**src/rtl/pfc_pkg.sv**
```systemverilog
package pfc_pkg;
    // ---------------------------------------------------------------
    // Register map, byte addresses on the APB bus.
    // ---------------------------------------------------------------
    localparam logic [7:0] ADDR_CTRL    = 8'h00;
    localparam logic [7:0] ADDR_QUANTA  = 8'h04;
    localparam logic [7:0] ADDR_HOLDOFF = 8'h08;
    localparam logic [7:0] ADDR_FDA_LO  = 8'h0C;
    localparam logic [7:0] ADDR_FDA_HI  = 8'h10;
    localparam logic [7:0] ADDR_SA_LO   = 8'h14;
    localparam logic [7:0] ADDR_SA_HI   = 8'h18;
    localparam logic [7:0] ADDR_STATUS  = 8'h1C;
    // ---------------------------------------------------------------
    // Control field positions and values after reset.
    // ---------------------------------------------------------------
    localparam int         CTRL_TXRX_EN = 0;
    localparam int         CTRL_USER_EN = 1;
    localparam int         CTRL_RX_EN   = 2;
    localparam int         CTRL_REG_REQ = 3;
    localparam logic [3:0]  CTRL_RST     = 4'h7;
    localparam logic [15:0] QUANTA_RST   = 16'hFFFF;
    localparam logic [15:0] HOLDOFF_RST  = 16'h0100;
    localparam logic [47:0] FDA_RST      = 48'h0180C2000001;
    localparam logic [47:0] SA_RST       = 48'h000000000000;
    // ---------------------------------------------------------------
    // Control frame layout and timing.
    // ---------------------------------------------------------------
    localparam logic [47:0] PAUSE_DA     = 48'h0180C2000001;
    localparam logic [15:0] ETYPE_CTRL   = 16'h8808;
    localparam logic [15:0] OP_PAUSE     = 16'h0001;
    localparam logic [15:0] OP_PFC       = 16'h0101;
    localparam logic [5:0]  FRAME_LAST   = 6'h3B;
    localparam logic [4:0]  RX_HDR_LAST  = 5'h13;
    localparam int          QUANTA_SHIFT = 6;
    localparam int          FIFO_DEPTH   = 8;
    localparam int          DATA_W       = 8;
    typedef enum logic [1:0] {TX_IDLE, TX_CLIENT, TX_PAUSE} pfc_tx_state_type;
endpackage

```
**src/rtl/pfc_top.sv**
```systemverilog
`timescale 1ns/1ps
// -------------------------------------------------------------------
// Word FIFO with flip-flop storage.
// -------------------------------------------------------------------
module pfc_fifo #(
    parameter int W = 9,
    parameter int D = 8
) (
    input  wire logic         pclk,
    input  wire logic         presetn,
    input  wire logic [W-1:0] in_data,
    input  wire logic         in_valid,
    output logic              in_ready,
    output logic      [W-1:0] out_data,
    output logic              out_valid,
    input  wire logic         out_ready
);
    localparam int AW = $clog2(D);
    typedef struct packed {
        logic [D-1:0][W-1:0] mem;
        logic [AW:0]         wp;
        logic [AW:0]         rp;
    } pfc_fifo_type;
    pfc_fifo_type r;
    pfc_fifo_type next_r;
    logic [AW:0]  count;

    // Full and empty come from the pointer distance.
    assign count     = r.wp - r.rp;
    assign in_ready  = count != (AW+1)'(D);
    assign out_valid = count != '0;
    assign out_data  = r.mem[r.rp[AW-1:0]];

    // Push and pop update the pointers.
    always_comb
    begin
        next_r = r;
        if (in_valid && in_ready)
        begin
            next_r.mem[r.wp[AW-1:0]] = in_data;
            next_r.wp = r.wp + 1'b1;
        end
        if (out_valid && out_ready)
            next_r.rp = r.rp + 1'b1;
    end

    // State register.
    always_ff @(posedge pclk or negedge presetn)
    begin
        if (!presetn)
            r <= '0;
        else
            r <= next_r;
    end
endmodule

module pfc_top #(
    parameter bit PFC_EN = 1'b0
) (
    input  wire logic        pclk,
    input  wire logic        presetn,
    input  wire logic [7:0]  paddr,
    input  wire logic        psel,
    input  wire logic        penable,
    input  wire logic        pwrite,
    input  wire logic [31:0] pwdata,
    output logic      [31:0] prdata,
    output logic             pready,
    output logic             pslverr,
    input  wire logic        pause_req,
    input  wire logic [7:0]  cl_tx_data,
    input  wire logic        cl_tx_valid,
    input  wire logic        cl_tx_last,
    output logic             cl_tx_ready,
    output logic      [7:0]  link_tx_data,
    output logic             link_tx_valid,
    output logic             link_tx_last,
    input  wire logic        link_tx_ready,
    input  wire logic [7:0]  link_rx_data,
    input  wire logic        link_rx_valid,
    input  wire logic        link_rx_last,
    output logic             rx_pause_seen
);
    typedef struct packed {
        pfc_pkg::pfc_tx_state_type st;
        logic [5:0]           pidx;
        logic                 pkind;
        logic                 pend_xoff;
        logic                 pend_xon;
        logic                 req_q;
        logic [15:0]          hold;
        logic [21:0]          rxp;
        logic [3:0]           ctrl;
        logic [15:0]          quanta;
        logic [15:0]          holdoff;
        logic [47:0]          fda;
        logic [47:0]          sa;
        logic [31:0]          prdata;
        logic [7:0]           odata;
        logic                 ovalid;
        logic                 olast;
        logic [4:0]           rx_idx;
        logic [19:0][7:0]     hdr;
        logic [7:0]           acc;
        logic [7:0]           rej;
        logic                 seen;
    } pfc_top_type;

    pfc_top_type r;
    pfc_top_type next_r;
    logic [8:0]  f_data;
    logic        f_valid;
    logic        f_pop;
    logic        adv;
    logic        req_eff;
    logic [15:0] q_eff;
    logic        rx_done;
    logic        is_pause;
    logic        da_match;

    // ---------------------------------------------------------------
    // Helpers.
    // ---------------------------------------------------------------
    function automatic logic addr_ok(input logic [7:0] a);
        addr_ok = (a[1:0] == 2'h0) && (a <= pfc_pkg::ADDR_STATUS);
    endfunction

    function automatic logic [15:0] hdr16(input logic [19:0][7:0] h, input int p);
        hdr16 = {h[p], h[p+1]};
    endfunction

    function automatic logic [7:0] pause_byte(
        input logic [5:0]  i,
        input logic [47:0] sa,
        input logic [15:0] q
    );
        logic [63:0] w;
        w = '0;
        if (i < 6'h06)
            w[7:0] = pfc_pkg::PAUSE_DA[8*(5-int'(i)) +: 8];
        else if (i < 6'h0C)
            w[7:0] = sa[8*(11-int'(i)) +: 8];
        else if (i < 6'h0E)
            w[7:0] = pfc_pkg::ETYPE_CTRL[8*(13-int'(i)) +: 8];
        else if (i < 6'h10)
            w[7:0] = pfc_pkg::OP_PAUSE[8*(15-int'(i)) +: 8];
        else if (i < 6'h12)
            w[7:0] = q[8*(17-int'(i)) +: 8];
        pause_byte = w[7:0];
    endfunction

    // ---------------------------------------------------------------
    // Client transmit buffer.
    // ---------------------------------------------------------------
    pfc_fifo #(.W(9), .D(pfc_pkg::FIFO_DEPTH)) u_fifo (
        .pclk      (pclk),
        .presetn   (presetn),
        .in_data   ({cl_tx_last, cl_tx_data}),
        .in_valid  (cl_tx_valid),
        .in_ready  (cl_tx_ready),
        .out_data  (f_data),
        .out_valid (f_valid),
        .out_ready (f_pop)
    );

    // Combinational decodes shared by the next-state logic and checks.
    assign adv      = !r.ovalid || link_tx_ready;
    assign req_eff  = (pause_req || r.ctrl[pfc_pkg::CTRL_REG_REQ])
                      && r.ctrl[pfc_pkg::CTRL_USER_EN];
    assign q_eff    = (r.quanta == 16'h0000) ? 16'h0001 : r.quanta;
    assign rx_done  = link_rx_valid && link_rx_last;
    assign is_pause = hdr16(r.hdr, 12) == pfc_pkg::ETYPE_CTRL
                      && (hdr16(r.hdr, 14) == pfc_pkg::OP_PAUSE
                      || (PFC_EN && hdr16(r.hdr, 14) == pfc_pkg::OP_PFC));
    assign da_match = {r.hdr[0], r.hdr[1], r.hdr[2], r.hdr[3], r.hdr[4], r.hdr[5]}
                      == r.fda;
    // A new client frame is held back while a received pause is timing out; a frame already started runs on.
    assign f_pop    = adv && f_valid && r.st != pfc_pkg::TX_PAUSE
                      && !(r.st == pfc_pkg::TX_IDLE
                      && (r.rxp != '0 || r.pend_xoff || r.pend_xon));

    assign prdata        = r.prdata;
    assign pready        = 1'b1;
    assign pslverr       = psel && penable && !addr_ok(paddr);
    assign link_tx_data  = r.odata;
    assign link_tx_valid = r.ovalid;
    assign link_tx_last  = r.olast;
    assign rx_pause_seen = r.seen;

    // ---------------------------------------------------------------
    // Next-state logic.
    // ---------------------------------------------------------------
    always_comb
    begin
        next_r = r;
        next_r.seen = 1'b0;
        // Register writes take effect in the access phase.
        if (psel && penable && pwrite)
        begin
            case (paddr)
                pfc_pkg::ADDR_CTRL:    next_r.ctrl = pwdata[3:0];
                pfc_pkg::ADDR_QUANTA:  next_r.quanta = pwdata[15:0];
                pfc_pkg::ADDR_HOLDOFF: next_r.holdoff = pwdata[15:0];
                pfc_pkg::ADDR_FDA_LO:  next_r.fda[31:0] = pwdata;
                pfc_pkg::ADDR_FDA_HI:  next_r.fda[47:32] = pwdata[15:0];
                pfc_pkg::ADDR_SA_LO:   next_r.sa[31:0] = pwdata;
                pfc_pkg::ADDR_SA_HI:   next_r.sa[47:32] = pwdata[15:0];
                default:               next_r.ctrl = r.ctrl;
            endcase
        end
        // Read data is latched in the setup phase so it comes from a flop.
        if (psel && !penable)
        begin
            case (paddr)
                pfc_pkg::ADDR_CTRL:    next_r.prdata = {28'h0000000, r.ctrl};
                pfc_pkg::ADDR_QUANTA:  next_r.prdata = {16'h0000, r.quanta};
                pfc_pkg::ADDR_HOLDOFF: next_r.prdata = {16'h0000, r.holdoff};
                pfc_pkg::ADDR_FDA_LO:  next_r.prdata = r.fda[31:0];
                pfc_pkg::ADDR_FDA_HI:  next_r.prdata = {16'h0000, r.fda[47:32]};
                pfc_pkg::ADDR_SA_LO:   next_r.prdata = r.sa[31:0];
                pfc_pkg::ADDR_SA_HI:   next_r.prdata = {16'h0000, r.sa[47:32]};
                pfc_pkg::ADDR_STATUS:  next_r.prdata = {8'h00, r.rej, r.acc, 6'h00,
                                                        r.rxp != '0, r.req_q};
                default:               next_r.prdata = 32'h00000000;
            endcase
        end

        // Hold-off counts down after each XOFF and rearms a repeat.
        if (r.hold != 16'h0000)
        begin
            next_r.hold = r.hold - 16'h0001;
            if (r.hold == 16'h0001 && req_eff && r.req_q)
                next_r.pend_xoff = 1'b1;
        end
        if (r.rxp != '0)
            next_r.rxp = r.rxp - 22'h000001;

        // Transmit side: output stage advances when the link accepts.
        if (adv)
        begin
            next_r.ovalid = 1'b0;
            next_r.olast  = 1'b0;
            case (r.st)
                pfc_pkg::TX_IDLE:
                begin
                    if (r.pend_xoff || r.pend_xon)
                    begin
                        next_r.st    = pfc_pkg::TX_PAUSE;
                        next_r.pidx  = 6'h00;
                        next_r.pkind = r.pend_xoff;
                        next_r.pend_xoff = 1'b0;
                        next_r.pend_xon  = 1'b0;
                    end
                    else if (f_pop)
                    begin
                        next_r.odata  = f_data[7:0];
                        next_r.ovalid = 1'b1;
                        next_r.olast  = f_data[8];
                        next_r.st     = f_data[8] ? pfc_pkg::TX_IDLE : pfc_pkg::TX_CLIENT;
                    end
                end
                pfc_pkg::TX_CLIENT:
                begin
                    if (f_pop)
                    begin
                        next_r.odata  = f_data[7:0];
                        next_r.ovalid = 1'b1;
                        next_r.olast  = f_data[8];
                        if (f_data[8])
                            next_r.st = pfc_pkg::TX_IDLE;
                    end
                end
                pfc_pkg::TX_PAUSE:
                begin
                    // XON carries zero quanta; XOFF the configured value, or one when that is zero.
                    next_r.odata  = pause_byte(r.pidx, r.sa,
                                               r.pkind ? q_eff : 16'h0000);
                    next_r.ovalid = 1'b1;
                    next_r.pidx   = r.pidx + 6'h01;
                    if (r.pidx == pfc_pkg::FRAME_LAST)
                    begin
                        next_r.olast = 1'b1;
                        next_r.st    = pfc_pkg::TX_IDLE;
                        if (r.pkind)
                            next_r.hold = r.holdoff;
                    end
                end
                default: next_r.st = pfc_pkg::TX_IDLE;
            endcase
        end

        // A change of the request level queues the matching frame; a set
        // here wins over the clear done when a frame was started.
        next_r.req_q = req_eff;
        if (req_eff != r.req_q)
        begin
            next_r.pend_xoff = req_eff;
            next_r.pend_xon  = !req_eff;
            if (!req_eff)
                next_r.hold = 16'h0000;
        end

        // Receive side: capture the header and judge at end of frame.
        if (link_rx_valid)
        begin
            if (r.rx_idx <= pfc_pkg::RX_HDR_LAST)
            begin
                next_r.hdr[r.rx_idx] = link_rx_data;
                next_r.rx_idx = r.rx_idx + 5'h01;
            end
            if (link_rx_last)
            begin
                next_r.rx_idx = 5'h00;
                if (is_pause && r.ctrl[pfc_pkg::CTRL_RX_EN])
                begin
                    if (da_match)
                    begin
                        next_r.acc  = r.acc + 8'h01;
                        next_r.seen = 1'b1;
                        if (r.ctrl[pfc_pkg::CTRL_TXRX_EN])
                            next_r.rxp = {6'h00, PFC_EN && hdr16(r.hdr, 14)
                                == pfc_pkg::OP_PFC ? hdr16(r.hdr, 18)
                                : hdr16(r.hdr, 16)} << pfc_pkg::QUANTA_SHIFT;
                    end
                    else
                        next_r.rej = r.rej + 8'h01;
                end
            end
        end
    end

    // ---------------------------------------------------------------
    // State register.
    // ---------------------------------------------------------------
    always_ff @(posedge pclk or negedge presetn)
    begin
        if (!presetn)
        begin
            r         <= '0;
            r.ctrl    <= pfc_pkg::CTRL_RST;
            r.quanta  <= pfc_pkg::QUANTA_RST;
            r.holdoff <= pfc_pkg::HOLDOFF_RST;
            r.fda     <= pfc_pkg::FDA_RST;
            r.sa      <= pfc_pkg::SA_RST;
        end
        else
            r <= next_r;
    end
endmodule
```
**config.mk**
```make
export PLATFORM = sky130hd
export DESIGN_NAME = pfc_top
export DESIGN_NICKNAME = d
export VERILOG_FILES = /design/src/rtl/pfc_pkg.sv /design/src/rtl/pfc_top.sv
export SDC_FILE = /design/constraint.sdc
export NUM_CORES = 1
export LEC_CHECK = 0
export BUFFER_PORTS_ARGS = -buffer_cell sky130_fd_sc_hd__buf_2
export CORE_MARGIN = 5
export CORE_UTILIZATION = 62
export DETAILED_ROUTE_END_ITERATION = 7
export MAX_ROUTING_LAYER = met4
export PLACE_DENSITY_LB_ADDON = 0.12
export SLEW_MARGIN = 30
export SYNTH_ARGS = -nofsm -noshare
export SYNTH_HDL_FRONTEND = slang
export SYNTH_HIERARCHICAL = 1
export SYNTH_SLANG_ARGS = --single-unit
```
**constraint.sdc**
```tcl
create_clock -name pclk -period 4.04 [get_ports pclk]
set_clock_uncertainty 0.2 [all_clocks]
set_input_delay 0 -clock pclk [delete_from_list [all_inputs] [get_ports pclk]]
set_output_delay 0 -clock pclk [all_outputs]
set_load 0.005 [all_outputs]
```
==> metrics, run 1 <==
first-pass GRT wire length ~85000 um; hold crit path type primary input to flop; synth warn 6; # setup viols final 0; Syn Area/Cell approximately 12 um^2; final net count between 1500 and 2000; share of the synthesized area in the top cell type 47.9%; Placer Congestion between 0.9 and 1; core footprint roughly 0.033 mm^2; CTS buffer count 45; number of setup buffers added after CTS 0; Mapped Cells 1702; worst reg2reg startpoint u_fifo/r[2]$_DFFE_PN0P_; Total Wirelength roughly 54000 um; GR Util All Layers a little under a third; grt ovf 0; largest net degree at the start of global routing around 120; layout cell share with drive strength beyond 1 between 15 and 20%; Max Cap Viol 0; CTS tree built; number of global-route vias before repair 14700; Primary FF master, synth dfrtp_1; RR Endpoint u_fifo/r[71]$_DFFE_PN0P_; synth top area cells dfrtp_1 (48%), mux2_1 (14%), dfstp_2 (3.3%); hpwl dp roughly 37000 um; Fmax 282 MHz; met2 wire len 25300 um; Die Y between 150 and 200 um; reg2reg setup slack around 490 ps; residual DRC count 0; Worst Tran Pin Value ~950 ps; port bufs 111; CTS root buffer clkbuf_16; #FFs+latches synth 422; Clk pin slew, worst setup/hold paths roughly 60 ps; number of synthesized flops with an enable pin 0; period utilization about 88%; Via Count 14700; Cells after DPL between 2000 and 2500; Worst Hold End r[245]$_DFFE_PN0P_; PwrDens about 520 mW/mm^2; asr flop ratio synth 100%; Non-Filler Instances around 2300; die footprint 0.0371 mm^2; Yosys top cell by area dfrtp_1; Worst EP required approximately 4300 ps; # rows 66; Peak VDD IR 452 uV; WL per Instance ~23 um; Startpoint Class flop; Crit. End Element flop; worst-skew pair later-pin latency 560 ps; cell count of the worst hold path 3; top sig layer met4; Mapped Nets 1795; met3 WL 3640 um; CTS max path bufs 3; initial antenna violation count 0; FILL cells 2345; Hold Startpoint pwdata[21]; Top Ports 113; Final Critical Period about 3500 ps; DRT Pass-1 Iters 5; clock sink count 422; status completed; Post-Syn Area roughly 0.021 mm^2; synth-to-layout area growth 14.3%; pins over their slew limit 0; Die Wd ~190 um; crit path kind flop to flop; Fin. Hold Viols 0; RSZ-0062 raised after global routing no; H-tree depth 2; Seq/Total Area, Yosys 51.2%; antenna cells 0; Setup TNS 0 ps; Iteration-0 DRC Markers approximately 1400; met1 wire length between 20000 and 25000 um; relative slew slack a little over a third; antenna-violating nets left 0; Crit Path Max Fanout 11; Hold Buf Count CTS ~80; r2r worst-path depth 8; CTS resizes 0; Unique masters post-synth 84; critical path arrival between 3000 and 4000 ps; starting density of the core 63.2%; Leakage Power around 11 nW; post-DR vias/cell about 6.3
[worst max path at each step]
stage / from / to
2_1_floorplan: u_fifo/r[2]$_DFFE_PN0P_ / u_fifo/r[1]$_DFFE_PN0P_
5_1_grt: u_fifo/r[2]$_DFFE_PN0P_ / u_fifo/r[71]$_DFFE_PN0P_
3_5_place_dp: r[364]$_DFF_PN0_ / u_fifo/r[1]$_DFFE_PN0P_
6_report: u_fifo/r[2]$_DFFE_PN0P_ / u_fifo/r[71]$_DFFE_PN0P_
3_3_place_gp: r[364]$_DFF_PN0_ / u_fifo/r[1]$_DFFE_PN0P_
4_1_cts: u_fifo/r[2]$_DFFE_PN0P_ / u_fifo/r[76]$_DFFE_PN0P_
[cell usage in the layout (no fill, tap or decap), types with 6 or more instances in the layout]
master | netlist | layout
a211oi_1 | 14 | 14
a21o_1 | 10 | 10
a21oi_1 | 26 | 26
a221o_1 | 6 | 6
a221oi_1 | 11 | 11
a22o_1 | 9 | 9
a22oi_1 | 39 | 39
and3_1 | 15 | 15
buf_2 | 18 | 110
buf_4 | 43 | 23
clkbuf_1 | 53 | 10
clkbuf_16 | 0 | 47
clkbuf_8 | 0 | 11
clkinv_2 | 0 | 10
dfrtp_1 | 396 | 396
dfstp_2 | 26 | 26
dlygate4sd3_1 | 0 | 79
ha_1 | 26 | 26
inv_1 | 19 | 19
mux2_1 | 250 | 250
mux2_2 | 21 | 21
mux2i_1 | 15 | 15
mux4_2 | 28 | 28
nand2_1 | 123 | 122
nand3_1 | 32 | 32
nand4_1 | 25 | 25
nor2_1 | 82 | 80
nor2b_1 | 10 | 10
nor3_1 | 31 | 31
nor4_1 | 19 | 19
nor4b_1 | 6 | 6
o21ai_0 | 7 | 7
o21ai_1 | 43 | 43
o21ai_4 | 6 | 6
o22ai_1 | 8 | 8
o2bb2ai_1 | 64 | 64
or3_1 | 6 | 6
xnor2_1 | 75 | 75
xor2_1 | 29 | 29
[cell families after synthesis]
family / synth area share (%)
AO/OA/AOI/OAI: 10.7
XOR/XNOR: 4.70
adder cells (fa/ha/maj): 1.57
buffers and inverters: 3.68
flip-flops: 51.2
multiplexers: 18.6
other: 0.0181
AND/OR/NAND/NOR: 9.49
[flip-flops by register name, indices dropped and copies added (netlist names)]
register / count
r: 299
u_fifo/r: 80
prdata: 32
link_tx_data: 8
link_tx_last: 1
link_tx_valid: 1
rx_pause_seen: 1
[area by class of cell]
type / count / area (um^2) / share of cell area [%]
Multi-Input combinational cell: 1128 / 9340 / 39.5
Clock buffer: 68 / 1370 / 5.77
Timing Repair Buffer: 217 / 1620 / 6.84
Sequential cell: 422 / 10600 / 44.8
Inverter: 22 / 82.6 / 0.349
Tap cell: 442 / 553 / 2.34
Clock inverter: 13 / 96.3 / 0.408
[where the power goes]
part | switching (W) | total (W) | internal [W]
combinational | 0.00136 | 0.00267 | 0.00130
clock | 0.00168 | 0.00407 | 0.00239
sequential | 0.000609 | 0.00567 | 0.00506
total | 0.00365 | 0.0124 | 0.00875
[metal layers]
layer | vias to the layer above | global-route usage [%]
met5 | - | -
met4 | 0 | 9.93
met3 | 131 | 4.27
met2 | 578 | 46.1
met1 | 7481 | 43.1
li1 | 6479 | -
[cell usage after synthesis, types with 5 or more instances]
cell type,instances
nor3_1,31
o21ai_0,7
a22o_1,9
nand3_1,32
a221o_1,6
dfstp_2,26
mux2i_1,15
nor2b_1,10
nand2b_1,6
a21o_1,10
o21ai_4,6
and3_1,15
clkbuf_1,53
xnor2_1,75
nand2_1,123
buf_2,18
o22ai_1,8
inv_1,19
o2bb2ai_1,64
nand4_1,25
ha_1,26
mux2_1,250
xor2_1,29
a21oi_1,26
dfrtp_1,396
a22oi_1,39
nand3b_1,5
nor4_1,19
nor2_1,82
mux2_2,21
mux4_2,28
buf_4,43
nor4b_1,6
a221oi_1,11
a211oi_1,14
or3_1,6
buf_1,15
o21ai_1,43
[critical path: stages, from the launching register on]
cell and delay, ps:
dfrtp_1 530, inv_1 250, ha_1 400, a21oi_1 200, nand2_2 180, xor2_4 260
a21oi_4 430, mux2_2 390, dlygate4sd3_1 560
[through the flow]
stage	total power (W)	hold slack [ps]	util, %	instance area (um^2)	setup slack, ps
4_1_cts	0.0124	0.853	72.2	23600	563
2_1_floorplan	0.00744	-496	-	20700	813
3_5_place_dp	0.00823	-28.8	65.3	21400	819
5_1_grt	0.0130	19.5	72.3	23600	336
3_3_place_gp	0.00808	-29.7	65.3	21400	955
6_report	0.0124	13.5	72.3	23600	494
(Power assumes the default switching activity.)
==> run 2: changes to the inputs <==
--- a/config.mk
+++ b/config.mk
@@ -9,8 +9,10 @@
 export CORE_MARGIN = 5
 export CORE_UTILIZATION = 62
 export DETAILED_ROUTE_END_ITERATION = 7
+export GPL_ROUTABILITY_DRIVEN = 0
 export MAX_ROUTING_LAYER = met4
 export PLACE_DENSITY_LB_ADDON = 0.12
+export RECOVER_POWER = 25
 export SLEW_MARGIN = 30
 export SYNTH_ARGS = -nofsm -noshare
 export SYNTH_HDL_FRONTEND = slang
==> run 2 against run 1 <==
  * The run now ends with capacitance limit, slew limit left
  * Critical path depth did not move
  * Combinational power fell by 4%
  * Core utilization is 0.80 points lower
  * Sequential cell count unchanged
  * Clock power is 4% lower
  * Largest cell class unchanged
  * Register-to-register slack improved by 70 ps
  * Via count fell by 0.52%
  * Sequential power barely moved
  * Sequential share of layout area up 0.50 points
  * Clock-buffer cell count down 3
==> metrics, run 2 (synthesis results as in run 1) <==
status complete, but fails checks; failing checks capacitance limit, slew limit; M3 GR Usage between 3 and 4%; Biggest register r; most frequent cells in the layout dfrtp_1 (396), mux2_1 (250), nand2_1 (122); Setup TNS 0 ps; Die Wd roughly 190 um; period utilization a little under nine tenths; Hold Startpoint pwdata[18]; antenna-violating nets left 0; cell count of the worst hold path 3; synth-to-layout area growth 13.1%; hpwl dp ~37000 um; Worst EP required about 4300 ps; Via Count between 10000 and 15000; critical path arrival ~3700 ps; post-DR vias/cell between 6 and 7; Total Wirelength 53600 um; Worst Hold End r[242]$_DFFE_PN0P_; logic gate share of total power approximately a fifth; number of setup buffers added after CTS 0; crit path kind flop to flop; busiest layer in global routing met2; reg2reg setup slack about 570 ps; PwrDens about 520 mW/mm^2; routing usage on met1 between 40% and 50%; Worst Tran Pin Value about 2300 ps; Crit Path Max Fanout 11; commonest non-fill, non-tap cell in the layout dfrtp_1; Clk pin slew, worst setup/hold paths approximately 60 ps; Sw Pwr ~0.0036 W; final net count around 1900; Die Y roughly 190 um; Largest register FFs roughly 300; Peak VDD IR 507 uV; largest net degree at the start of global routing approximately 110; worst reg2reg startpoint u_fifo/r[2]$_DFFE_PN0P_; Leakage Power about 11 nW; residual DRC count 0; RSZ-0062 raised after global routing no; DRT Pass-1 Iters 8; Startpoint Class flop; Iteration-0 DRC Markers 1146; r2r worst-path depth 8; CTS max path bufs 3; Clock power frac between 30% and 40%; clock sink count around 420; Max Cap Viol 1; number of global-route vias before repair ~15000; WL per Instance 23.4 um; initial antenna violation count 0; # rows 66; relative slew slack -50.8%; M2 GR Usage ~47%; Top Ports 113; GR Util All Layers between 30% and 40%; core footprint about 0.033 mm^2; Fin. Hold Viols 0; worst-skew pair later-pin latency about 540 ps; first-pass GRT wire length 84700 um; CTS root buffer clkbuf_16; internal power roughly 0.0086 W; H-tree depth 2; pins over their slew limit just over 80; die footprint approximately 0.037 mm^2; hold crit path type primary input to flop; layout cell share with drive strength beyond 1 about 16%; CTS buffer count 44; starting density of the core about 63%; Crit. End Element flop; Cells after DPL ~2100; Non-Filler Instances 2294; Fmax between 200 and 300 MHz; # setup viols final 0; Flop pwr share a little under half; Finished Core Util 71.5%; Sw Share between 20 and 30%; antenna cells 0; grt ovf 0; worst setup path start u_fifo/r[2]$_DFFE_PN0P_; port bufs 111; Final Critical Period 3470 ps; CTS tree built; RR Endpoint u_fifo/r[74]$_DFFE_PN0P_
## run 2: cell types whose count changed in the layout (fill, tap and decap cells not counted), moves of 2 or more
cell | before | now
buf_2 | 110 | 89
clkbuf_16 | 47 | 45
clkbuf_1 | 10 | 30
buf_4 | 23 | 20
dlygate4sd3_1 | 79 | 68
o21ai_1 | 43 | 41
o21ai_0 | 7 | 9
clkbuf_2 | 0 | 2
## run 2: routing by layer
layer	vias up	part of all wire (%)
met1	7457	43
met4	0	3.6
met2	572	47
met5	-	0
li1	6437	-
met3	126	6.5
## run 2: worst max path at each step
| stage | to | slack, ps | cells after the start |
|---|---|---|---|
| finish | u_fifo/r[74]$_DFFE_PN0P_ | 570 | 8 |
| global route | r[388]$_DFF_PN0_ | 330 | 4 |
| floorplan | u_fifo/r[1]$_DFFE_PN0P_ | 810 | 13 |
| global placement | u_fifo/r[1]$_DFFE_PN0P_ | 950 | 7 |
| CTS | u_fifo/r[74]$_DFFE_PN0P_ | 610 | 8 |
| detailed placement | u_fifo/r[1]$_DFFE_PN0P_ | 860 | 7 |
## run 2: worst max-delay path, cell delays in order, from the launching register on
cell	delay, ps
dfrtp_1	540
inv_1	270
ha_1	410
a21oi_1	190
nand2_2	170
xor2_4	260
a21oi_4	430
mux2_4	330
dlygate4sd3_1	550
## run 2: area by class of cell
type / count / area, um^2
clock buffer: 65 / 1300
timing repair buffer: 203 / 1430
fill: 2363 / 9320
sequential: 422 / 10600
multi-input combinational: 1128 / 9340
clock inverter: 12 / 85.1
tap: 442 / 553
inverter: 22 / 82.6
## run 2: power by group through the flow
stage          combinational, W  clock [W]  sequential (W)
3_5_place_dp            0.00248          0         0.00571
3_3_place_gp            0.00239          0         0.00567
2_1_floorplan           0.00194          0         0.00550
5_1_grt                 0.00280    0.00414         0.00575
4_1_cts                 0.00256    0.00396         0.00566
6_report                0.00256    0.00390         0.00567
## run 2: through the flow
stage | worst slack [ps] | area (um^2) | total power, W | hold WS, ps
2_1_floorplan | 813 | 20700 | 0.00744 | -496
4_1_cts | 607 | 23400 | 0.0122 | 16.0
3_3_place_gp | 945 | 21300 | 0.00807 | -63.2
3_5_place_dp | 856 | 21300 | 0.00819 | -63.3
5_1_grt | 331 | 23400 | 0.0127 | 26.5
6_report | 567 | 23400 | 0.0121 | 17.4
## run 2: timing repair
item                       CTS  global route
hold endpoints to repair   524             0
gates resized for setup      0             0
hold buffers                69             0
setup endpoints to repair    0             0
==> run 3: changes to the inputs <==
--- a/config.mk
+++ b/config.mk
@@ -6,6 +6,7 @@
 export NUM_CORES = 1
 export LEC_CHECK = 0
 export BUFFER_PORTS_ARGS = -buffer_cell sky130_fd_sc_hd__buf_2
+export CAP_MARGIN = 20
 export CORE_MARGIN = 5
 export CORE_UTILIZATION = 62
 export DETAILED_ROUTE_END_ITERATION = 7
==> constraint.sdc (replaced) <==
create_clock -name pclk -period 4.04 [get_ports pclk]
set_clock_uncertainty 0.2 [all_clocks]
set_input_delay 0 -clock pclk [delete_from_list [all_inputs] [get_ports pclk]]
set_output_delay 0 -clock pclk [all_outputs]
set_load 0.05 [all_outputs]
==> run 3 against run 2 <==
  * The flow still finishes with violations (capacitance limit, slew limit)
  * Non-clock buffer count stayed put
  * Critical path depth unchanged
  * Sequential cell count is the same
  * Sequential power hardly changed
  * Combinational power is essentially flat
  * Critical endpoint unchanged
  * Power up 0.34%
  * Clock-buffer cell count is the same
  * Die area stayed put
  * Setup slack got worse by 0.54 ps
  * Final area shrank 0.12%
  * Via count down 0.46%
  * Largest power group unchanged
==> metrics, run 3 (synthesis results as in run 1) <==
Via Count about 15000; hold crit path type primary input to flop; clock sink count between 400 and 500; final net count roughly 1900; Final Critical Period 3470 ps; Finished Core Util between 70% and 80%; largest net degree at the start of global routing approximately 110; Fmax roughly 290 MHz; # setup viols final 0; Die Wd between 150 and 200 um; Setup TNS 0 ps; port bufs around 110; Worst EP required roughly 4300 ps; Crit. End Element flop; Finished Cell Area around 0.023 mm^2; Startpoint Class flop; Biggest register r; PwrDens roughly 520 mW/mm^2; first-pass GRT wire length 84700 um; DRT Pass-1 Iters 8; Leakage Power roughly 11 nW; relative slew slack -50.5%; failing checks capacitance limit, slew limit; RSZ-0062 raised after global routing no; Top Ports roughly 110; Worst Tran Pin Value about 2300 ps; number of global-route vias before repair between 10000 and 15000; Peak VDD IR slightly above 500 uV; pins over their slew limit about 80; residual DRC count 0; antenna cells 0; CTS root buffer clkbuf_16; GR Util All Layers around 30%; synth-to-layout area growth 12.9%; # rows 66; hpwl dp around 37000 um; Crit Path Max Fanout 11; CTS tree built; period utilization between 80 and 90%; Place WS between 800 and 900 ps; Clk pin slew, worst setup/hold paths approximately 60 ps; status complete, but fails checks; die footprint 0.0371 mm^2; Largest register FFs 299; core footprint about 0.033 mm^2; Iteration-0 DRC Markers 1126; Die Y between 150 and 200 um; Setup WS post-layout roughly 570 ps; worst-skew pair later-pin latency around 540 ps; Fin. Hold Viols 0; commonest non-fill, non-tap cell in the layout dfrtp_1; WL per Instance ~23 um; post-DR vias/cell ~6.3; Max Cap Viol 1; most frequent cells in the layout dfrtp_1 (396), mux2_1 (250), nand2_1 (122); Tot Pwr between 0.01 and 0.015 W; antenna-violating nets left 0; CTS max path bufs 3; Total Wirelength roughly 54000 um; CTS buffer count 44; critical path arrival 3690 ps; initial antenna violation count 0; starting density of the core between 60 and 70%; crit path kind flop to flop; grt ovf 0; H-tree depth 2; Placed Area roughly 0.021 mm^2; layout cell share with drive strength beyond 1 ~15%
==> run 3: report_power, final <==
group	switching (W)	total (W)	internal, W
Clock	0.00163	0.00391	0.00228
Sequential	0.000611	0.00567	0.00506
Combinational	0.00136	0.00259	0.00123
Total	0.00360	0.0122	0.00858
==> run 3: area by class of cell <==
class	count	area, um^2
Sequential cell	422	10600
Fill cell	2375	9350
Multi-Input combinational cell	1128	9340
Timing Repair Buffer	203	1400
Clock buffer	65	1300
Tap cell	442	553
Clock inverter	12	85.1
Inverter	22	82.6
==> run 3: per-layer routing <==
layer | up-vias | GRT usage [%] | part of all wire, %
met2 | 537 | 47.0 | 47
met4 | 0 | 8.91 | 3.6
li1 | 6428 | - | -
met3 | 117 | 3.73 | 6.7
met5 | - | - | 0
met1 | 7443 | 42.3 | 43
==> run 3: worst paths after layout <==
check | start | end | slack, ps | cells after the start
setup reg to reg | u_fifo/r[2]$_DFFE_PN0P_ | u_fifo/r[74]$_DFFE_PN0P_ | 570 | 8
max in group asynchronous | presetn | r[324]$_DFFE_PN0P_ | 850 | 4
min in group asynchronous | presetn | r[261]$_DFFE_PN0P_ | 1010 | 3
hold / removal | pwdata[16] | r[240]$_DFFE_PN0P_ | 20 | 3
setup / recovery | u_fifo/r[2]$_DFFE_PN0P_ | u_fifo/r[74]$_DFFE_PN0P_ | 570 | 8
hold reg to reg | prdata[0]$_DFFE_PN0P_ | prdata[0]$_DFFE_PN0P_ | 280 | 1
==> run 3: timing repair <==
action | in CTS | in global routing
setup endpoints to repair | 0 | 0
buffers inserted | 0 | 0
endpoints found under the hold margin | 524 | 0
gates resized for setup | 0 | 0
hold buffers | 69 | 0
==> run 3: metrics by stage <==
stage,instances,hold slack (ps)
2_1_floorplan,1702,-496
3_3_place_gp,2148,-63.2
3_5_place_dp,2148,-63.3
4_1_cts,2294,16.0
5_1_grt,2294,26.5
6_report,2294,18.9
==> run 3: critical path, cell delays in order, from the launching register on <==
cell	delay, ps
dfrtp_1	540
inv_1	270
ha_1	410
a21oi_1	200
nand2_2	170
xor2_4	260
a21oi_4	440
mux2_4	330
dlygate4sd3_1	550
